## config.mk

```make
export PLATFORM = sky130hd
export DESIGN_NAME = uart_line_modem_status
export DESIGN_NICKNAME = d
export VERILOG_FILES = /design/src/rtl/uart_line_modem_status.v
export VERILOG_INCLUDE_DIRS = /design/src /design/src/rtl
export SDC_FILE = /design/constraint.sdc
export NUM_CORES = 1
export LEC_CHECK = 0
export BUFFER_PORTS_ARGS = -buffer_cell sky130_fd_sc_hd__buf_2
export CAP_MARGIN = 20
export CORE_ASPECT_RATIO = 1.2
export CORE_MARGIN = 1.5
export CORE_UTILIZATION = 35
export DETAILED_ROUTE_END_ITERATION = 6
export HOLD_SLACK_MARGIN = 0.15
export MAX_ROUTING_LAYER = met4
export SKIP_CTS_REPAIR_TIMING = 1
export SYNTH_ARGS = -nofsm -noshare
export SYNTH_HDL_FRONTEND = slang
export SYNTH_SLANG_ARGS = --single-unit
export TNS_END_PERCENT = 100
```

## constraint.sdc

```tcl
create_clock -name clk_sys_i -period 8.8 [get_ports clk_sys_i]
set_clock_uncertainty 0.05 [all_clocks]
set_input_delay 1.32 -clock clk_sys_i [delete_from_list [all_inputs] [get_ports clk_sys_i]]
set_output_delay 1.32 -clock clk_sys_i [all_outputs]
set_load 0.005 [all_outputs]
```

## src/rtl/uart_lms_defines.vh

```
// Register offsets, field positions, reset values and counts for the UART modem and line status block.
`ifndef UART_LMS_DEFINES_VH
`define UART_LMS_DEFINES_VH

// ==================================================
// Register offsets on the 3-bit host address
`define OFS_RX_HOLD         3'h0
`define OFS_MODEM_CTL       3'h4
`define OFS_LINE_STAT       3'h5
`define OFS_MODEM_STAT      3'h6
`define OFS_SCRATCH         3'h7

// ==================================================
// Modem control fields
`define MCR_DTR             0
`define MCR_RTS             1
`define MCR_OUT_ONE         2
`define MCR_IRQ_OE          3
`define MCR_LOOP            4
`define MCR_XON_ANY         5
`define MCR_IR_EN           6
`define MCR_PRESCALE        7

// ==================================================
// Other control fields seen on the side inputs
`define IER_LINE_IRQ        2
`define IER_MODEM_IRQ       3
`define FEATURE_CTL_REG_RS485          3
`define FEATURE_CTL_REG_SWAP           6
`define EFR_AUTO_CTS        7

// ==================================================
// Enhanced mode select counter modes
`define ENH_MODE_SEL_REG_CNT_RX         2'h0
`define ENH_MODE_SEL_REG_CNT_TX         2'h1
`define ENH_MODE_SEL_REG_CNT_RX_ALT     2'h2
`define ENH_MODE_SEL_REG_CNT_ALTERNATE  2'h3

// ==================================================
// Reset values and counts
`define SCRATCH_RESET       8'hff
`define MCR_RESET           7'h00
`define ENH_MODE_SEL_REG_RESET          8'h00
`define PRESCALE_DIV4       2'h3
`define FRAME_CYCLES        16'h00a0

`endif

```

## src/rtl/uart_line_modem_status.v

```verilog
// Modem control, line status, modem status, scratch and enhanced mode select logic of one UART channel.
//
// Contract
// - In loopback the internal ring input takes the user output one control bit.
// - In 16 mode interrupt pin floats when mode pin and enable bit are both 0.
// - In loopback internal user output two follows the interrupt enable bit.
// - Loopback bit set enters local loopback; cleared, the default, gives normal line.
// - Xon-any resumes halted transmitter on any character; flow characters are not stored.
// - Infrared bit routes data via IrDA coder; infrared output stays 0 when idle.
// - Prescaler bit loads strap at reset, stays writable; 1 divides clock by four.
// - Line status bits 1-4 with line interrupt enable raise the interrupt one clock later.
// - Character arriving at full FIFO flags overrun and is dropped, FIFO untouched.
// - Parity and framing flags describe the character at the receive FIFO head.
// - Line low one frame flags break, stores one break character, holds till high.
// - Holding-empty sets on move to shifter, clears on host load; FIFO mode: empty.
// - Transmitter-empty is 1 only when holding side and shift register are empty.
// - FIFO error flag is set while any stored byte carries an error tag.
// - CTS, DSR, CD deltas set on any change; modem interrupt when enabled.
// - Ring delta sets only on ring pin going from 0 to 1.
// - Auto CTS: pin 1 stops after current character, pin 0 resumes.
// - Modem status 4-7 are inverted pins, or RTS, DTR, out one, enable in loopback.
// - Scratch register is 8 bits and resets to all ones.
// - Swap mode: scratch writes go to mode select; low bits pick counter read.
// - Alternating mode: first read gives receive count, then transmit and receive alternate.
`timescale 1ns/1ps
`include "uart_lms_defines.vh"

// ==================================================
// Receive buffer
module rx_tag_fifo #(
    parameter WIDTH = 11,
    parameter DEPTH = 4,
    parameter AW    = 2
) (
    input  wire             clk_sys_i,
    input  wire             reset_i,
    input  wire             in_valid_i,
    output wire             in_ready_o,
    input  wire [WIDTH-1:0] in_data_i,
    output wire             out_valid_o,
    input  wire             out_ready_i,
    output wire [WIDTH-1:0] out_data_o,
    output reg  [AW:0]      count_o
);
    reg [WIDTH-1:0] mem [0:DEPTH-1];
    reg [AW-1:0]    wr_ptr;
    reg [AW-1:0]    rd_ptr;
    wire            push;
    wire            pop;

    assign in_ready_o  = (count_o != DEPTH[AW:0]);
    assign out_valid_o = (count_o != {(AW+1){1'b0}});
    assign out_data_o  = mem[rd_ptr];
    assign push        = in_valid_i && in_ready_o;
    assign pop         = out_valid_o && out_ready_i;

    always @(posedge clk_sys_i) begin
        if (reset_i) begin
            wr_ptr  <= {AW{1'b0}};
            rd_ptr  <= {AW{1'b0}};
            count_o <= {(AW+1){1'b0}};
        end else begin
            if (push) begin
                mem[wr_ptr] <= in_data_i;
                wr_ptr <= (wr_ptr == DEPTH[AW-1:0] - 1'b1 && DEPTH != (1 << AW)) ? {AW{1'b0}} : wr_ptr + 1'b1;
            end
            if (pop) begin
                rd_ptr <= (rd_ptr == DEPTH[AW-1:0] - 1'b1 && DEPTH != (1 << AW)) ? {AW{1'b0}} : rd_ptr + 1'b1;
            end
            if (push && !pop) begin
                count_o <= count_o + 1'b1;
            end else if (pop && !push) begin
                count_o <= count_o - 1'b1;
            end
        end
    end
endmodule // rx_tag_fifo

// ==================================================
// Channel status block
module uart_line_modem_status #(
    parameter FIFO_DEPTH   = 4,
    parameter FIFO_AW      = 2,
    parameter FRAME_CYCLES = `FRAME_CYCLES
) (
    input  wire       clk_sys_i,
    input  wire       reset_i,
    input  wire [2:0] addr_i,
    input  wire       cs_i,
    input  wire       rd_i,
    input  wire       wr_i,
    input  wire [7:0] wr_data_i,
    output reg  [7:0] rd_data_o,
    input  wire [3:0] irq_enable_reg_i,
    input  wire [7:0] feature_ctl_reg_i,
    input  wire [7:0] enh_feature_reg_i,
    input  wire       bus_mode_16_i,
    input  wire       irq_mode_pin_i,
    input  wire       prescale_strap_i,
    input  wire       cts_n_i,
    input  wire       dsr_n_i,
    input  wire       bell_detect_in_i,
    input  wire       carrier_detect_in_i,
    input  wire       rx_pin_i,
    input  wire       rx_char_valid_i,
    input  wire [7:0] rx_char_i,
    input  wire       rx_parity_err_i,
    input  wire       rx_frame_err_i,
    input  wire       rx_flow_char_i,
    input  wire       tx_halted_i,
    input  wire       serial_tx_i,
    input  wire       tx_idle_i,
    input  wire       ir_pulse_i,
    input  wire       fifo_mode_i,
    input  wire       tx_to_shift_i,
    input  wire       tx_fifo_empty_i,
    input  wire       tx_shift_empty_i,
    input  wire [7:0] tx_fifo_count_i,
    input  wire       rs485_dir_i,
    output wire       rx_ready_o,
    output reg        tx_o,
    output reg        ir_tx_o,
    output reg        rx_serial_o,
    output reg        ir_route_o,
    output reg        dtr_n_o,
    output reg        rts_n_o,
    output reg        user_out_one_o,
    output reg        user_out_two_o,
    output reg        tx_resume_o,
    output reg        tx_start_ok_o,
    output reg        baud_tick_o,
    output reg        irq_o,
    output reg        irq_oe_n_o
);
    // ==================================================
    // Pin synchronisers; the strap chain is left out of reset so it is valid during reset.
    reg [1:0] cts_sync;
    reg [1:0] dsr_sync;
    reg [1:0] ri_sync;
    reg [1:0] cd_sync;
    reg [1:0] rx_sync;
    reg [1:0] sel_sync;
    reg [1:0] strap_sync;

    always @(posedge clk_sys_i) begin
        cts_sync   <= {cts_sync[0], cts_n_i};
        dsr_sync   <= {dsr_sync[0], dsr_n_i};
        ri_sync    <= {ri_sync[0], bell_detect_in_i};
        cd_sync    <= {cd_sync[0], carrier_detect_in_i};
        rx_sync    <= {rx_sync[0], rx_pin_i};
        sel_sync   <= {sel_sync[0], irq_mode_pin_i};
        strap_sync <= {strap_sync[0], prescale_strap_i};
    end

    // ==================================================
    // Register state
    reg  [7:0]           modem_ctl_reg;
    reg  [7:0]           scratch_reg;
    reg  [7:0]           enh_mode_sel_reg;
    reg                  alt_tx_next;
    reg  [3:0]           msr_delta;
    reg  [3:0]           modem_prev;
    reg                  overrun;
    reg                  thr_empty;
    reg  [15:0]          low_count;
    reg                  break_hold;
    reg  [FIFO_AW:0]     err_count;
    reg  [1:0]           pre_count;
    wire                 loop;
    wire                 wr_en;
    wire                 rd_en;
    wire [3:0]           modem_in;
    wire [7:0]           line_stat_reg;
    wire [7:0]           modem_stat_reg;
    wire                 fifo_in_ready;
    wire                 fifo_out_valid;
    wire [10:0]          fifo_head;
    wire [FIFO_AW:0]     fifo_count;
    wire                 pop;
    wire                 store_char;
    wire                 break_start;
    wire                 push_valid;
    wire [10:0]          push_word;
    wire                 push_err;
    wire                 pop_err;
    wire [7:0]           rx_count;

    function [7:0] widen_count;
        input [FIFO_AW:0] c;
        begin
            widen_count = {{(7-FIFO_AW){1'b0}}, c};
        end
    endfunction

    assign loop  = modem_ctl_reg[`MCR_LOOP];
    assign wr_en = cs_i && wr_i;
    assign rd_en = cs_i && rd_i;
    assign pop   = rd_en && addr_i == `OFS_RX_HOLD && fifo_out_valid;
    assign rx_count = widen_count(fifo_count);

    // Active-high modem inputs as the status register sees them: CTS, DSR, RI, CD.
    assign modem_in = loop ? {modem_ctl_reg[`MCR_IRQ_OE],
                              modem_ctl_reg[`MCR_OUT_ONE],
                              modem_ctl_reg[`MCR_DTR],
                              modem_ctl_reg[`MCR_RTS]}
                           : {~cd_sync[1], ~ri_sync[1], ~dsr_sync[1], ~cts_sync[1]};

    // ==================================================
    // Host register access
    always @(posedge clk_sys_i) begin
        if (reset_i) begin
            modem_ctl_reg    <= {strap_sync[1], `MCR_RESET};
            scratch_reg      <= `SCRATCH_RESET;
            enh_mode_sel_reg <= `ENH_MODE_SEL_REG_RESET;
            alt_tx_next      <= 1'b0;
            rd_data_o        <= 8'h00;
        end else begin
            if (wr_en && addr_i == `OFS_MODEM_CTL) begin
                modem_ctl_reg <= wr_data_i;
            end
            if (wr_en && addr_i == `OFS_SCRATCH) begin
                if (feature_ctl_reg_i[`FEATURE_CTL_REG_SWAP]) begin
                    enh_mode_sel_reg <= wr_data_i;
                    alt_tx_next      <= 1'b0;
                end else begin
                    scratch_reg <= wr_data_i;
                end
            end
            if (rd_en) begin
                case (addr_i)
                    `OFS_RX_HOLD:    rd_data_o <= fifo_out_valid ? fifo_head[7:0] : 8'h00;
                    `OFS_MODEM_CTL:  rd_data_o <= modem_ctl_reg;
                    `OFS_LINE_STAT:  rd_data_o <= line_stat_reg;
                    `OFS_MODEM_STAT: rd_data_o <= modem_stat_reg;
                    `OFS_SCRATCH: begin
                        if (!feature_ctl_reg_i[`FEATURE_CTL_REG_SWAP]) begin
                            rd_data_o <= scratch_reg;
                        end else begin
                            case (enh_mode_sel_reg[1:0])
                                `ENH_MODE_SEL_REG_CNT_TX:       rd_data_o <= tx_fifo_count_i;
                                `ENH_MODE_SEL_REG_CNT_ALTERNATE: begin
                                    rd_data_o   <= alt_tx_next ? tx_fifo_count_i : rx_count;
                                    alt_tx_next <= ~alt_tx_next;
                                end
                                default:            rd_data_o <= rx_count;
                            endcase
                        end
                    end
                    default:         rd_data_o <= 8'h00;
                endcase
            end
        end
    end

    // ==================================================
    // Receive path, break detection and error tags
    // A break only stores one character per low period, so the counter saturates.
    assign break_start = (low_count == FRAME_CYCLES[15:0] - 16'h0001) && !rx_sync[1];
    assign store_char  = rx_char_valid_i &&
                         !(rx_flow_char_i && enh_feature_reg_i[3:0] != 4'h0);
    assign push_valid  = store_char || break_start;
    assign push_word   = break_start ? {1'b1, 2'b00, 8'h00}
                                     : {1'b0, rx_frame_err_i, rx_parity_err_i, rx_char_i};
    assign push_err    = push_valid && fifo_in_ready && (push_word[10:8] != 3'b000);
    assign pop_err     = pop && (fifo_head[10:8] != 3'b000);
    assign rx_ready_o  = fifo_in_ready;

    rx_tag_fifo #(
        .WIDTH (11),
        .DEPTH (FIFO_DEPTH),
        .AW    (FIFO_AW)
    ) u_rx_fifo (
        .clk_sys_i   (clk_sys_i),
        .reset_i     (reset_i),
        .in_valid_i  (push_valid),
        .in_ready_o  (fifo_in_ready),
        .in_data_i   (push_word),
        .out_valid_o (fifo_out_valid),
        .out_ready_i (pop),
        .out_data_o  (fifo_head),
        .count_o     (fifo_count)
    );

    always @(posedge clk_sys_i) begin
        if (reset_i) begin
            low_count  <= 16'h0000;
            break_hold <= 1'b0;
            overrun    <= 1'b0;
            err_count  <= {(FIFO_AW+1){1'b0}};
        end else begin
            if (rx_sync[1]) begin
                low_count  <= 16'h0000;
                break_hold <= 1'b0;
            end else if (low_count != FRAME_CYCLES[15:0]) begin
                low_count <= low_count + 16'h0001;
                break_hold <= break_hold || break_start;
            end
            if (push_valid && !fifo_in_ready) begin
                overrun <= 1'b1;
            end else if (rd_en && addr_i == `OFS_LINE_STAT) begin
                overrun <= 1'b0;
            end
            if (push_err && !pop_err) begin
                err_count <= err_count + 1'b1;
            end else if (pop_err && !push_err) begin
                err_count <= err_count - 1'b1;
            end
        end
    end

    // ==================================================
    // Transmit status
    always @(posedge clk_sys_i) begin
        if (reset_i) begin
            thr_empty <= 1'b1;
        end else if (tx_to_shift_i) begin
            thr_empty <= 1'b1;
        end else if (wr_en && addr_i == `OFS_RX_HOLD) begin
            thr_empty <= 1'b0;
        end
    end

    assign line_stat_reg[0] = fifo_out_valid;
    assign line_stat_reg[1] = overrun;
    assign line_stat_reg[2] = fifo_out_valid && fifo_head[8];
    assign line_stat_reg[3] = fifo_out_valid && fifo_head[9];
    assign line_stat_reg[4] = (fifo_out_valid && fifo_head[10]) || break_hold;
    assign line_stat_reg[5] = fifo_mode_i ? tx_fifo_empty_i : thr_empty;
    assign line_stat_reg[6] = line_stat_reg[5] && tx_shift_empty_i;
    assign line_stat_reg[7] = (err_count != {(FIFO_AW+1){1'b0}});

    // ==================================================
    // Modem deltas
    assign modem_stat_reg = {modem_in, msr_delta};

    always @(posedge clk_sys_i) begin
        if (reset_i) begin
            msr_delta  <= 4'h0;
            modem_prev <= 4'h0;
        end else begin
            modem_prev <= modem_in;
            // A change in the read cycle is kept, so no edge is lost to the clear.
            msr_delta <= ({modem_in[3], 1'b0, modem_in[1:0]} ^ {modem_prev[3], 1'b0, modem_prev[1:0]}) |
                         {1'b0, modem_prev[2] && !modem_in[2], 2'b00} |
                         (msr_delta & {4{!(rd_en && addr_i == `OFS_MODEM_STAT)}});
        end
    end

    // ==================================================
    // Line side outputs, prescaler and interrupt pin
    always @(posedge clk_sys_i) begin
        if (reset_i) begin
            tx_o           <= 1'b1;
            ir_tx_o        <= 1'b0;
            rx_serial_o    <= 1'b1;
            ir_route_o     <= 1'b0;
            dtr_n_o        <= 1'b1;
            rts_n_o        <= 1'b1;
            user_out_one_o <= 1'b1;
            user_out_two_o <= 1'b1;
            tx_resume_o    <= 1'b0;
            tx_start_ok_o  <= 1'b1;
            baud_tick_o    <= 1'b0;
            pre_count      <= 2'h0;
            irq_o          <= 1'b0;
            irq_oe_n_o     <= 1'b1;
        end else begin
            ir_route_o  <= modem_ctl_reg[`MCR_IR_EN];
            tx_o        <= loop || modem_ctl_reg[`MCR_IR_EN] || serial_tx_i;
            ir_tx_o     <= !loop && modem_ctl_reg[`MCR_IR_EN] && !tx_idle_i && ir_pulse_i;
            rx_serial_o <= loop ? serial_tx_i : rx_sync[1];
            dtr_n_o     <= loop || !modem_ctl_reg[`MCR_DTR];
            rts_n_o     <= loop || !modem_ctl_reg[`MCR_RTS];
            if (feature_ctl_reg_i[`FEATURE_CTL_REG_RS485]) begin
                user_out_one_o <= rs485_dir_i;
            end else begin
                user_out_one_o <= loop || !modem_ctl_reg[`MCR_OUT_ONE];
            end
            // Loopback holds the pin inactive; the enable bit itself drives it internally.
            user_out_two_o <= loop || !modem_ctl_reg[`MCR_IRQ_OE];
            tx_resume_o    <= modem_ctl_reg[`MCR_XON_ANY] && tx_halted_i && rx_char_valid_i;
            // The transmitter samples this only between characters, so a stop lets the current one finish.
            tx_start_ok_o  <= !(enh_feature_reg_i[`EFR_AUTO_CTS] && cts_sync[1]);
            if (!modem_ctl_reg[`MCR_PRESCALE] || pre_count == `PRESCALE_DIV4) begin
                pre_count   <= 2'h0;
                baud_tick_o <= 1'b1;
            end else begin
                pre_count   <= pre_count + 2'h1;
                baud_tick_o <= 1'b0;
            end
            irq_o <= (irq_enable_reg_i[`IER_LINE_IRQ] && line_stat_reg[4:1] != 4'h0) ||
                     (irq_enable_reg_i[`IER_MODEM_IRQ] && msr_delta != 4'h0);
            irq_oe_n_o <= bus_mode_16_i && !sel_sync[1] && !modem_ctl_reg[`MCR_IRQ_OE];
        end
    end
endmodule // uart_line_modem_status

```

==> flow_summary.toml <==
[drt]
wl_um = 12700
drc_errors = 0
vias = 4061
avgViaCountPerCell = 5.06
drtIter0Drc = 331
ant_nets = 0
dr.pass1.iters = 5
wire_per_inst_um = 15.9

[cells_and_area]
drive_above_1_share_pct = 21.8
stdcell_area_mm2 = 0.00686
area_growth_pct = 20.1
max_flop_register = "u_rx_fifo.mem"
largest_register_ffs = 44
diodes = 0
top_regs = "u_rx_fifo.mem (44), low_count (16)"
fin_nets = 667

[worst_setup_path]
cp-end-kind = "register"
crit_type = "in2reg"
critPathLaunchType = "input pin"
path_cells = "buf_2 > o41ai_1 > nand3_1 > o31ai_4 > o31a_1 > ha_1 > inv_1 > fa_1 > xor2_1 > or3_1 > a21oi_1"
crit_slowest_cell = "o41ai_1"
arrival_ns = 3.89
crit_path_max_fanout = 5
cp_slowest_stage_delay_ns = 0.62
cp.required_ns = 9.09

[synthesis]
synth_edf_count = 45
synth_nets = 583
synth_top_area_share_pct = 33.0
syn_avg_cell_area_um2 = 11.4
synth_cells = 499
yosys_warnings = 0
synthTopCellsByArea = "dfxtp_1, edfxtp_1, nor2_1"
synth_most_common_cell = "dfxtp_1"
synth_largest_area_cell = "dfxtp_1"
ys_top_cells_by_count = "dfxtp_1, nor2_1, edfxtp_1"
yosysSeqAreaShare_pct = 56.7
yosysUniqueCellTypes = 65
yosys_most_used_dff = "dfxtp_1"
synthArstFlopShare_pct = 0
synth-seq-cells = 139
syn_area_mm2 = 0.00571

[die]
floorplan.die.width_um = 120
die_h_um = 143
dieArea_mm2 = 0.0171
pin_count = 95
core_area_mm2 = 0.0158
rows = 50
initial_core_util_pct = 36.2

[timing]
period_needed_ns = 3.60
hold_slack_ns = 0.275
tightestPinTransition_ns = 0.731
report.final.slew_viol_count = 0
hold_viol = 0
rsz0062_at_grt = "false"
relSlewSlack_pct = 50.9
final.setup.tns_ns = 0
fmax_mhz = 278
finalCritPeriodShare_pct = 40.9
setup_viol = 0

[clocking]
cts_buffers = 17
clk_path_buf_depth = 2
insertion_delay_ns = 0.42
cts_root_buf = "clkbuf_16"
cts_sinks = 139
htree_levels = 4
clkTransAtPathRegs_ns = 0.06
cts_tree = "built"

[pwr]
p_per_area_mw_per_mm2 = 213
ir_drop_v = 0.000148
power_w = 0.00146
power_leakage_nw = 2.63

[grt]
grt-ovfl-total = 0
grt_pass1_wl_um = 20400
grt_pass1_vias = 4009
antenna_found_initial = 0
track_usage_pct = 16.0
grt_max_degree = 62

[placed_design]
port_buffers = 83
place_congestion = 0.821
hpwlAfterDp_um = 9090
place_area_mm2 = 0.00631

[job]
cap_viol_max_count = 0

[hold_path]
hp-class = "reg2reg"

[status]
status = "completed"
## critical path: cells and delay by family
kind            cells  cell delay (ns)
compound gates      4             1.14
xor+xnor            1             0.17
fa+ha+maj           2             0.56
buf+inv             2             0.17
simple gates        2             0.54
## path summary, 6_finish.rpt
path                              from            to  slack [ns]  cells after the start
hold reg to reg            sel_sync[0]   sel_sync[1]        0.28                      0
setup / recovery  enh_feature_reg_i[1]  err_count[2]        5.20                     11
setup reg to reg              register  err_count[2]        5.41                      9
hold / removal             sel_sync[0]   sel_sync[1]        0.28                      0
## report_power, final
group | internal, W | switching (W)
clock | 0.000387 | 0.000274
sequential | 0.000681 | 0.0000130
combinational | 0.0000447 | 0.0000565
total | 0.00111 | 0.000344
## per-stage QoR
| stage | std cells | setup WS (ns) | util (%) |
|---|---|---|---|
| final | 803 | 5.20 | 43.5 |
| after global routing | 803 | 4.88 | 43.5 |
| after CTS | 803 | 5.11 | 43.5 |
| after detailed placement | 772 | 4.69 | 40.0 |
| after global placement | 772 | 4.81 | 40.0 |
| after floorplan | 499 | 5.38 | - |
## layout by cell type (no fill, tap or decap), types with 7 or more instances in the layout
cell type,count
mux4_2,7
and2_1,7
dfxtp_1,94
nor3_1,7
buf_2,83
nand3_1,17
xnor2_1,8
o21ai_0,12
nand2_1,24
nor2_1,65
inv_1,15
ha_1,9
edfxtp_1,45
clkbuf_16,17
nor2b_1,22
a211o_1,10
xor2_1,16
a21oi_1,11
mux2i_1,22
## cells by family after synthesis
family                     share of synthesized area [%]
adders and majority gates                           2.67
buffers and inverters                               2.92
xor gates and xnor gates                            3.68
and+or+nand+nor                                     16.2
muxes                                               8.66
AOI/OAI and AO/OA                                   9.21
DFF                                                 56.7
## area by class of cell
cell class	count	area (µm²)
tap	208	260
multi-input combinational	322	2310
fill	1506	8910
inverter	16	60.1
clock buffer	18	429
timing repair buffer	87	445
sequential	139	3230
clock inverter	13	120
## per-layer routing
layer / global-route usage (%) / vias up / routed length, µm
met4: 5.45 / 0 / 206
met1: 18.8 / 1949 / 5490
li1: - / 1961 / -
met5: - / - / 0
met3: 4.03 / 21 / 785
met2: 26.9 / 130 / 6260
Power figures use the tool's default switching activity.
